[src/rtl/edi_pkg.sv]
// Summary of operation
// - exception taken reads dispatch base register
// - exception number indexes table, fetch handler
// - low entries core traps, high peripherals
// - taking exception clears global enable
// - writing global enable one allows interrupts
// - accept maskable only when both enables
// - reset: local enable one, global zero
// - disable/enable instructions touch local only
// - after local enable, global decides acceptance
// - handler masks sources, then sets global
// - non-maskable bypasses both enables
package edi_pkg;
    // register offsets on the plain port (byte offsets, matched against regAddr unscaled)
    localparam logic [3:0] REG_DISPATCH_BASE = 4'h0;
    localparam logic [3:0] REG_STATUS = 4'h4;
    localparam logic [3:0] REG_HANDLER = 4'h8;
    localparam logic [3:0] REG_EXC_NUM = 4'hc;
    // status register fields
    localparam int STAT_GLOBAL_BIT = 0;
    localparam int STAT_LOCAL_BIT = 1;
    localparam int STAT_BUSY_BIT = 2;
    localparam logic STAT_GLOBAL_RST = 1'b0;
    localparam logic STAT_LOCAL_RST = 1'b1;
    // exception numbers of the core-common region
    localparam logic [7:0] EXC_NMI = 8'h01;
    localparam logic [7:0] EXC_SVC = 8'h05;
    localparam logic [7:0] EXC_DVZ = 8'h06;
    localparam logic [7:0] EXC_FLG = 8'h07;
    localparam logic [7:0] EXC_BPT = 8'h08;
    localparam logic [7:0] EXC_TRC = 8'h09;
    localparam logic [7:0] EXC_UND = 8'h0a;
    localparam logic [7:0] EXC_ISE = 8'h0f;
    // first number of the peripheral region
    localparam logic [7:0] EXC_PERIPH_BASE = 8'h10;
    // bytes per table entry, as a shift
    localparam int ENTRY_SHIFT = 2;
    // instruction-side commands
    typedef enum logic [1:0] {
        EDI_CMD_NONE = 2'h0,
        EDI_CMD_LOCAL_DISABLE = 2'h1,
        EDI_CMD_LOCAL_ENABLE = 2'h2
    } edi_cmd_type;
endpackage

[src/rtl/edi_exception_dispatch.sv]
// The placing of the registers and the strobed register port were chosen for this implementation.
`timescale 1ns/1ps
module edi_exception_dispatch
    import edi_pkg::*;
#(
    parameter int AW = 32
) (
    input wire logic clk,
    input wire logic rst,
    // register port
    input wire logic [3:0] regAddr,
    input wire logic [31:0] regWdata,
    input wire logic regWr,
    input wire logic regRd,
    output logic [31:0] regRdata,
    // instruction side
    input wire logic localDisableInstr,
    input wire logic localEnableInstr,
    input wire logic trapReq,
    input wire logic [3:0] trapNum,
    input wire logic nmiReq,
    // irq control unit side
    input wire logic irqTrigger,
    input wire logic [3:0] irqNum,
    // memory fetch of the table entry
    output logic memRd,
    output logic [AW-1:0] memAddr,
    input wire logic memValid,
    input wire logic [AW-1:0] memRdata,
    // redirect of execution
    output logic jumpValid,
    output logic [AW-1:0] jumpAddr,
    output logic irqAck,
    output logic globalEnable,
    output logic localEnable
);
    // one-hot sequencer state
    typedef enum logic [2:0] {
        ST_IDLE = 3'b001,
        ST_FETCH = 3'b010,
        ST_JUMP = 3'b100
    } edi_state_type;

    // every register of the block, all cleared or preset by rst
    edi_state_type state_ff;
    logic [AW-1:0] base_ff;
    logic [7:0] excNum_ff;
    logic [AW-1:0] handler_ff;
    logic global_ff;
    logic local_ff;
    logic memRd_ff;
    logic [AW-1:0] memAddr_ff;
    logic jumpValid_ff;
    logic irqAck_ff;
    logic [31:0] regRdata_ff;

    // entry address from base and number
    function automatic logic [AW-1:0] entry_addr(input logic [AW-1:0] b,
                                                 input logic [7:0] n);
        entry_addr = b + (AW'(n) << ENTRY_SHIFT);
    endfunction

    // one address decode shared by the register writes
    function automatic logic reg_hit(input logic strobe,
                                     input logic [3:0] addr,
                                     input logic [3:0] offset);
        reg_hit = strobe && (addr == offset);
    endfunction

    // status word from the field positions, spare bits read zero
    function automatic logic [31:0] status_word(input logic busy,
                                                input logic loc,
                                                input logic glb);
        status_word = 32'h0;
        status_word[STAT_BUSY_BIT] = busy;
        status_word[STAT_LOCAL_BIT] = loc;
        status_word[STAT_GLOBAL_BIT] = glb;
    endfunction

    // write decodes; reads never change state
    logic statusWr;
    logic baseWr;
    assign statusWr = reg_hit(regWr, regAddr, REG_STATUS);
    assign baseWr = reg_hit(regWr, regAddr, REG_DISPATCH_BASE);

    // maskable requests need both enables; nmi and traps are not masked
    logic maskOk;
    logic takeNmi;
    logic takeTrap;
    logic takeIrq;
    logic takeAny;
    logic [7:0] nxt_excNum;
    assign maskOk = global_ff & local_ff;
    assign takeNmi = (state_ff == ST_IDLE) & nmiReq;
    assign takeTrap = (state_ff == ST_IDLE) & ~nmiReq & trapReq;
    assign takeIrq = (state_ff == ST_IDLE) & ~nmiReq & ~trapReq
                     & irqTrigger & maskOk;
    assign takeAny = takeNmi | takeTrap | takeIrq;

    // priority: nmi, then traps, then peripheral interrupts
    always_comb begin
        if (nmiReq) begin
            nxt_excNum = EXC_NMI;
        end else if (trapReq) begin
            nxt_excNum = {4'h0, trapNum};
        end else begin
            nxt_excNum = EXC_PERIPH_BASE | {4'h0, irqNum};
        end
    end

    // dispatch sequencer
    always_ff @(posedge clk or posedge rst) begin
        if (rst) begin
            state_ff <= ST_IDLE;
        end else begin
            unique case (state_ff)
                ST_IDLE: begin
                    if (takeAny) begin
                        state_ff <= ST_FETCH;
                    end
                end
                ST_FETCH: begin
                    if (memValid) begin
                        state_ff <= ST_JUMP;
                    end
                end
                ST_JUMP: begin
                    state_ff <= ST_IDLE;
                end
                default: begin
                    state_ff <= ST_IDLE;
                end
            endcase
        end
    end

    // capture number and drive the table read
    always_ff @(posedge clk or posedge rst) begin
        if (rst) begin
            excNum_ff <= 8'h00;
            memRd_ff <= 1'b0;
            memAddr_ff <= '0;
        end else begin
            if (takeAny) begin
                excNum_ff <= nxt_excNum;
                memRd_ff <= 1'b1;
                memAddr_ff <= entry_addr(base_ff, nxt_excNum);
            end else if (state_ff == ST_FETCH && memValid) begin
                memRd_ff <= 1'b0;
            end
        end
    end

    // fetched entry becomes the new program address
    always_ff @(posedge clk or posedge rst) begin
        if (rst) begin
            handler_ff <= '0;
            jumpValid_ff <= 1'b0;
        end else begin
            jumpValid_ff <= (state_ff == ST_FETCH) & memValid;
            if (state_ff == ST_FETCH && memValid) begin
                handler_ff <= memRdata;
            end
        end
    end

    // acknowledge toward the control unit when its request is taken
    always_ff @(posedge clk or posedge rst) begin
        if (rst) begin
            irqAck_ff <= 1'b0;
        end else begin
            irqAck_ff <= takeIrq;
        end
    end

    // global enable: cleared on entry, software write sets it
    // entry wins over a same-cycle write so a handler starts masked
    always_ff @(posedge clk or posedge rst) begin
        if (rst) begin
            global_ff <= STAT_GLOBAL_RST;
        end else if (takeAny) begin
            global_ff <= 1'b0;
        end else if (statusWr) begin
            global_ff <= regWdata[STAT_GLOBAL_BIT];
        end
    end

    // local enable: only the two dedicated instructions and writes
    always_ff @(posedge clk or posedge rst) begin
        if (rst) begin
            local_ff <= STAT_LOCAL_RST;
        end else if (localDisableInstr) begin
            local_ff <= 1'b0;
        end else if (localEnableInstr) begin
            local_ff <= 1'b1;
        end else if (statusWr) begin
            local_ff <= regWdata[STAT_LOCAL_BIT];
        end
    end

    // dispatch base register
    always_ff @(posedge clk or posedge rst) begin
        if (rst) begin
            base_ff <= '0;
        end else if (baseWr) begin
            base_ff <= regWdata[AW-1:0];
        end
    end

    // read data one cycle after the strobe; unmapped reads zero
    always_ff @(posedge clk or posedge rst) begin
        if (rst) begin
            regRdata_ff <= 32'h0;
        end else if (regRd) begin
            unique case (regAddr)
                REG_DISPATCH_BASE: regRdata_ff <= 32'(base_ff);
                REG_STATUS: regRdata_ff <= status_word(state_ff != ST_IDLE,
                                                       local_ff, global_ff);
                REG_HANDLER: regRdata_ff <= 32'(handler_ff);
                REG_EXC_NUM: regRdata_ff <= {24'h0, excNum_ff};
                default: regRdata_ff <= 32'h0;
            endcase
        end else begin
            regRdata_ff <= 32'h0;
        end
    end

    // outputs straight from flops, so no glitch reaches the core
    assign regRdata = regRdata_ff;
    assign memRd = memRd_ff;
    assign memAddr = memAddr_ff;
    assign jumpValid = jumpValid_ff;
    assign jumpAddr = handler_ff;
    assign irqAck = irqAck_ff;
    assign globalEnable = global_ff;
    assign localEnable = local_ff;

    // maskable interrupt never taken with an enable low
    chk_mask_gate: assert property (@(posedge clk) disable iff (rst)
        (irqAck && !$past(nmiReq) && !$past(trapReq))
            |-> $past(global_ff) && $past(local_ff))
        else $error("maskable interrupt taken while disabled");
    // entry clears global enable next cycle
    chk_entry_clear: assert property (@(posedge clk) disable iff (rst)
        takeAny |=> !global_ff)
        else $error("global enable not cleared on entry");
    // nmi taken regardless of enables
    chk_nmi_ungated: assert property (@(posedge clk) disable iff (rst)
        (state_ff == ST_IDLE && nmiReq)
            |=> memRd && excNum_ff == EXC_NMI)
        else $error("nmi not dispatched");
    // fetch address is base plus scaled number
    chk_fetch_addr: assert property (@(posedge clk) disable iff (rst)
        takeAny |=> memAddr ==
            $past(base_ff) + (AW'($past(nxt_excNum)) << ENTRY_SHIFT))
        else $error("wrong table entry address");
    // fetched entry appears as jump target
    chk_jump_data: assert property (@(posedge clk) disable iff (rst)
        (state_ff == ST_FETCH && memValid)
            |=> jumpValid && jumpAddr == $past(memRdata))
        else $error("jump address differs from fetched entry");
    // local instructions leave global untouched
    chk_local_only: assert property (@(posedge clk) disable iff (rst)
        ((localDisableInstr || localEnableInstr) && !takeAny
            && !(regWr && regAddr == REG_STATUS))
            |=> $stable(global_ff))
        else $error("local instruction altered global enable");
    // local enable sets the bit when no local disable comes with it
    chk_local_set: assert property (@(posedge clk) disable iff (rst)
        localEnableInstr && !localDisableInstr |=> local_ff)
        else $error("local enable did not set bit");
    // software write of one sets global enable
    chk_global_write: assert property (@(posedge clk) disable iff (rst)
        (regWr && regAddr == REG_STATUS && regWdata[STAT_GLOBAL_BIT]
            && !takeAny) |=> global_ff)
        else $error("global enable write lost");
    // base register seen in the fetch
    chk_base_used: assert property (@(posedge clk) disable iff (rst)
        (takeAny && nxt_excNum == 8'h00) |=> memAddr == $past(base_ff))
        else $error("dispatch base not used");

    // local disable always clears the bit
    chk_local_clear: assert property (@(posedge clk) disable iff (rst)
        localDisableInstr |=> !local_ff)
        else $error("local disable did not clear bit");
    // acknowledge lasts one cycle so the control unit sees one take
    chk_ack_pulse: assert property (@(posedge clk) disable iff (rst)
        irqAck |=> !irqAck)
        else $error("acknowledge longer than one cycle");
    // peripheral number lands in the upper region of the table
    chk_irq_number: assert property (@(posedge clk) disable iff (rst)
        takeIrq |=> excNum_ff ==
            (EXC_PERIPH_BASE | {4'h0, $past(irqNum)}))
        else $error("peripheral number not in upper region");
    // trap numbers stay in the core-common region
    chk_trap_number: assert property (@(posedge clk) disable iff (rst)
        takeTrap |=> excNum_ff == {4'h0, $past(trapNum)})
        else $error("trap number not in lower region");
    // a low enable holds maskable requests off
    chk_held_off: assert property (@(posedge clk) disable iff (rst)
        (!global_ff || !local_ff) |=> !irqAck)
        else $error("maskable request taken while held off");
    // local enable with global low keeps interrupts off
    chk_restore_off: assert property (@(posedge clk) disable iff (rst)
        (localEnableInstr && !global_ff && !statusWr) |=> !maskOk)
        else $error("local enable opened a globally closed gate");
    // local enable with global high reopens the gate
    chk_restore_on: assert property (@(posedge clk) disable iff (rst)
        (localEnableInstr && !localDisableInstr && global_ff && !takeAny
            && !statusWr) |=> maskOk)
        else $error("local enable did not restore acceptance");
    // the table read stands with a fixed address until answered
    chk_fetch_hold: assert property (@(posedge clk) disable iff (rst)
        (memRd && !memValid) |=> memRd && $stable(memAddr))
        else $error("table read dropped or moved before answer");
    // one redirect per fetched entry
    chk_jump_pulse: assert property (@(posedge clk) disable iff (rst)
        jumpValid |=> !jumpValid)
        else $error("redirect longer than one cycle");
    // global enable moves only on entry or a status write
    chk_global_hold: assert property (@(posedge clk) disable iff (rst)
        (!takeAny && !statusWr) |=> $stable(global_ff))
        else $error("global enable changed without cause");
    // a trap beats a peripheral request in the same cycle
    chk_trap_first: assert property (@(posedge clk) disable iff (rst)
        (state_ff == ST_IDLE && trapReq && !nmiReq) |=> !irqAck)
        else $error("peripheral request beat a trap");
    // no table read without a taken exception
    chk_idle_quiet: assert property (@(posedge clk) disable iff (rst)
        (state_ff == ST_IDLE && !takeAny) |=> !memRd)
        else $error("table read without exception");
    // the base register keeps what software wrote
    chk_base_write: assert property (@(posedge clk) disable iff (rst)
        baseWr |=> base_ff == AW'($past(regWdata)))
        else $error("dispatch base write lost");
    // read data stands one cycle only and idles at zero
    chk_read_idle: assert property (@(posedge clk) disable iff (rst)
        !regRd |=> regRdata == 32'h0)
        else $error("read data left standing");
    // handler address holds until the next fetch answers
    chk_handler_hold: assert property (@(posedge clk) disable iff (rst)
        !(state_ff == ST_FETCH && memValid) |=> $stable(jumpAddr))
        else $error("handler address changed without fetch");
    // a non-maskable request beats traps in the same cycle
    chk_nmi_first: assert property (@(posedge clk) disable iff (rst)
        takeNmi |=> excNum_ff == EXC_NMI && !irqAck)
        else $error("non-maskable request lost its priority");
endmodule // edi_exception_dispatch

[config.mk]
export PLATFORM = sky130hd
export DESIGN_NAME = edi_exception_dispatch
export DESIGN_NICKNAME = d
export VERILOG_FILES = /design/src/rtl/edi_pkg.sv /design/src/rtl/edi_exception_dispatch.sv
export SDC_FILE = /design/constraint.sdc
export NUM_CORES = 1
export LEC_CHECK = 0
export BUFFER_PORTS_ARGS = -buffer_cell sky130_fd_sc_hd__buf_2
export CORE_AREA = 2 2 118 120
export CTS_CLUSTER_DIAMETER = 120
export DETAILED_ROUTE_END_ITERATION = 12
export DIE_AREA = 0 0 120 122
export PLACE_DENSITY = 0.8
export SKIP_LAST_GASP = 1
export SYNTH_ARGS = -nofsm -noshare
export SYNTH_HDL_FRONTEND = slang
export SYNTH_SLANG_ARGS = --single-unit
export TNS_END_PERCENT = 10
[constraint.sdc]
create_clock -name clk -period 10 [get_ports clk]
set_input_delay 1.5 -clock clk [delete_from_list [all_inputs] [get_ports clk]]
set_output_delay 1.5 -clock clk [all_outputs]
set_load 0.02 [all_outputs]
== After elaboration in Yosys (flattened, before gate mapping) ==
Index checks and enable logic that the tools add are counted.
Word-level totals
  bits in registers: 144
  output and inout bits: 101
  bits of input ports: 86
Operators by class
  add/sub/neg operators: 1
  reductions and logical operators: 8
  eq/ne operators: 8
  bitwise gates (word level): 12
  mux-type cells: 14
Operators with widths (count)
  32-bit one-hot mux with 4 select lines: 1
  32-bit by 10-bit adder with 32-bit output: 1
  32-bit 2-to-1 mux: 1
  5-bit 2-to-1 mux: 2
  1-bit bitwise AND: 8
  4-bit == test (second input constant): 2
  1-bit 2-to-1 mux: 7
  3-bit 2-to-1 mux: 2
  3-bit one-hot mux with 2 select lines: 1
  4-bit by 3-bit == test with 1-bit output (second input constant): 1
  4-bit zero test: 1
  2-bit inequality test (second input constant): 2
  2-bit nonzero test: 2
  3-bit by 1-bit == test with 1-bit output (second input constant): 1
  3-bit by 2-bit == test with 1-bit output (second input constant): 1
  1-bit logical AND: 3
  3-bit by 1-bit inequality test with 1-bit output (second input constant): 1
  3-bit nonzero test: 1
  1-bit NOT: 2
  1-bit bitwise OR: 2
  2-bit AND reduction: 1

== Depth between registers and ports, before layout ==
  word-level depth: 8
  depth in mapped cells: 11
  mapped depth without buffers: 10

== Worst setup path before layout ==
No wires, ideal clock.
  path type: input to register
  start point: input trapReq
  end point: register memAddr_ff[28] (netlist: memAddr[28])
  buffers on the path: 1
  stages: 10
  data arrival time: 3.631 ns
  required time: 9.918 ns
  slack: 6.287 ns
  path through: clkbuf_1 > a211o_1 > ha_1 > inv_1 > fa_1 > nor2b_1 > o2111a_1 > o21ai_0 > or3_1 > a31oi_1
On the way
  elaborated cells on any way between the ends: 10
  those cells by class: add/sub: 1; mux: 2; bitwise: 7
RTL lines
  from (decl): line edi_exception_dispatch.sv:19  | input wire logic trapReq,
  5-bit 2-to-1 mux: line edi_exception_dispatch.sv:104  | end else if (trapReq) begin
  5-bit 2-to-1 mux: line edi_exception_dispatch.sv:102  | if (nmiReq) begin
  named net nxt_excNum[0]: line edi_exception_dispatch.sv:92  | logic [7:0] nxt_excNum;
  32-bit by 10-bit adder with 32-bit output: line edi_exception_dispatch.sv:60  | entry_addr = b + (AW'(n) << ENTRY_SHIFT);
  to (signal assigned): line edi_exception_dispatch.sv:147  | memAddr_ff <= entry_addr(base_ff, nxt_excNum);
  to (decl): line edi_exception_dispatch.sv:52  | logic [AW-1:0] memAddr_ff;
The timed path passes the listed nets, and every way through them passes these cells.
A chain may end at the register's enable or synchronous reset.

== Worst setup path after layout ==
  start point: input trapReq
  end point: register memAddr_ff[31] (netlist: memAddr[31])
The elaborated chain is that of the path after synthesis.

==> out/summary.txt <==
Die area -> 0.0146 mm^2
Async set or reset register ratio after synthesis -> 1.00
Nets@finish -> 807
Vias in the first global route -> 4952
Reg2reg end -> memAddr[31]$_DFFE_PP0P_
Final Wtd Congestion -> 0.906
Clk sinks -> 141
Post-Synthesis Cells -> 537
Crit path max fanout -> 12
Synthesized area -> 0.00621 mm^2
Vias -> 4975
Hold crit path type -> reg -> reg
Post-synth cell types -> 50
# Max-Cap Violations -> 0
Hold Path Sink -> excNum_ff[3]$_DFFE_PP0P_
Clock slew at reported path FFs -> 0.06 ns
Leak -> 0.00381 uW
Total gr overflow -> 0
Worst clock skew -> 0.00982 ns
Largest net degree at the start of global routing -> 93
Core Area -> 0.0135 mm^2
Later-pin clock latency in the skew report -> 0.42 ns
Total wire length -> 16300 um
Startpoint types -> input pin
HPWL Detailed -> 11600 um
Initial Util -> 0.460
TNS Setup -> 0 ns
Final instance area -> 0.00796 mm^2
Crit path time final -> 3.65 ns
Placement row count -> 43
# H-tree levels -> 4
Mean Syn Cell Area -> 11.6 um^2
Worst-case clock buffer depth -> 2
Port-buffer cells -> 186
Synth Register Bits -> 141
CP max stage delay -> 0.69 ns
First-pass GRT wire length -> 26200 um
Outcome -> completed
Min-delay src -> excNum_ff[3]$_DFFE_PP0P_
WL/cell -> 17.9 um
Postcts setup bufs -> 0
Post-CTS Hold Fix Bufs -> 0
Yosys warns -> 0
Pwr Density -> 284 mW/mm^2
DRT antenna net count -> 0
WP depth -> 9
Dpl cell area -> 0.00729 mm^2
Critical path data required time -> 10.34 ns
CTS buffer count -> 17
I/O Pins -> 187
# setup viols final -> 0
Max IR drop VDD -> 0.137 mV
CTS Root Cell -> clkbuf_16
R2r worst-path depth -> 6
Drt first pass iters -> 8
Initial antenna violation count -> 1
Post-route DRC -> 0
Slowest cell on the critical path -> nor2_1
Critical Path Sink Type -> flop
Worst Path Arrival -> 3.98 ns
TritonCTS clock tree -> yes
Slew Viols, Final -> 0
Hold Slack -> 0.474 ns
Number of DRC markers in iteration 0 -> 342
Fin. Hold Viols -> 0
Worst-Margin Slew -> 1.21 ns
RSZ-0062 raised after global routing -> false
Worst r2r src -> base_ff[6]$_DFFE_PP0P_
CP most frequent cell -> nor2_1
Critical path's top delay family -> simple AND/OR/NAND/NOR gates
Syn Nets -> 629
Kind of critical path -> in -> reg
CP bufs+invs -> 1
Ys flop type -> dfrtp_1
Vias per inst -> 5.47
Die width -> 120 um
Layout area overhead -> 28.2%
Share of cells above drive strength 1 -> 0.418
Post-synth EDFFs -> 0
Hold Crit Depth -> 2
Sequential area share after synthesis -> 0.569
Reg2reg setup slack -> 7.48 ns
Worst rel slew slack -> 0.194
Die height -> 122 um
Final period util -> 0.365
CTS resizes -> 0
F_max -> 274 MHz
CP Cell Sequence -> buf_2 -> mux2i_1 -> nor2_1 -> ha_1 -> nand3_1 -> nor2_1 -> o211ai_1 -> or3_1 -> a31oi_1
Total GRT Usage -> 0.233
how the worst max path moves through the flow:
stage | from | slack (ns) | to
6_report | trapReq | 6.35 | memAddr[31]$_DFFE_PP0P_
2_1_floorplan | rst | 4.72 | base_ff[0]$_DFFE_PP0P_
3_5_place_dp | trapReq | 5.94 | memAddr[31]$_DFFE_PP0P_
4_1_cts | trapReq | 6.38 | memAddr[31]$_DFFE_PP0P_
5_1_grt | trapReq | 6.22 | memAddr[31]$_DFFE_PP0P_
3_3_place_gp | trapReq | 6.12 | memAddr[31]$_DFFE_PP0P_
registers in the layout (all words and copies together), names as in the netlist, 3 cells and up:
register and count:
state_ff 3, regRdata 32, memAddr 32, jumpAddr 32
base_ff 32, excNum_ff 5
synth_stat cells (4+ instances only):
master | count | share of area
o2111ai_1 | 8 | 0.011
ha_1 | 5 | 0.010
a21oi_1 | 7 | 0.0056
o21ai_0 | 32 | 0.026
nor2_1 | 48 | 0.029
xnor2_1 | 7 | 0.0099
inv_1 | 10 | 0.0060
dfrtp_1 | 139 | 0.56
nand3_1 | 6 | 0.0048
mux2_2 | 66 | 0.12
a31oi_1 | 5 | 0.0050
o211ai_1 | 7 | 0.0085
xor2_1 | 17 | 0.024
a22oi_1 | 29 | 0.035
mux2i_1 | 7 | 0.011
nand2_1 | 56 | 0.034
nand4_1 | 4 | 0.0040
a211oi_1 | 4 | 0.0048
nor2b_1 | 6 | 0.0060
clkbuf_1 | 22 | 0.013
buf_2 | 6 | 0.0048
logic make-up after synthesis:
logic type      Yosys count  synth area share
simple gates            150             0.117
flops                   141             0.569
compound gates          102             0.110
mux                      73             0.131
buf+inv                  41            0.0260
xor+xnor                 24            0.0339
fa+ha+maj                 6            0.0133
per-stage QoR:
| stage | worst slack, ns | total power, uW | utilization | std cells |
|---|---|---|---|---|
| after floorplan | 4.72 | 1310 | - | 537 |
| after global placement | 6.12 | 1540 | 0.540 | 876 |
| after detailed placement | 5.94 | 1570 | 0.540 | 876 |
| after CTS | 6.38 | 2270 | 0.589 | 908 |
| after global routing | 6.22 | 2380 | 0.589 | 909 |
| final | 6.35 | 2260 | 0.589 | 909 |
per-layer routing:
metal / track usage / share of wire
met1: 0.305 / 0.42
met2: 0.369 / 0.49
met3: 0.0548 / 0.065
met4: 0.107 / 0.025
met5: 0 / 0
worst register-to-register path, stage by stage (launching register included):
cell	delay, ns
dfrtp_1	0.41
ha_1	0.41
nand3_1	0.10
nor2_1	0.69
o211ai_1	0.26
or3_1	0.40
a31oi_1	0.17
report_power, final:
part	leakage [uW]	switching, uW	internal (uW)
sequential	0.00179	152	742
combinational	0.00169	402	259
clock	0.000327	244	457
layout make-up:
cell class / count / area, um^2
Inverter: 10 / 42.5
Fill cell: 1139 / 5550
Multi-Input combinational cell: 355 / 2530
Clock buffer: 19 / 453
Tap cell: 180 / 225
Antenna cell: 1 / 2.50
Timing Repair Buffer: 190 / 961
Sequential cell: 141 / 3530
Clock inverter: 13 / 213
cell usage in the layout, fill, tap and decap left out, drive strengths merged, types with 8 or more instances in the layout:
master	n
nand2	56
nor2	48
o21ai	35
inv	11
buf	190
o2111ai	8
dfrtp	139
clkbuf	19
xor2	17
mux2	66
a22oi	29
(Power assumes the default switching activity.)
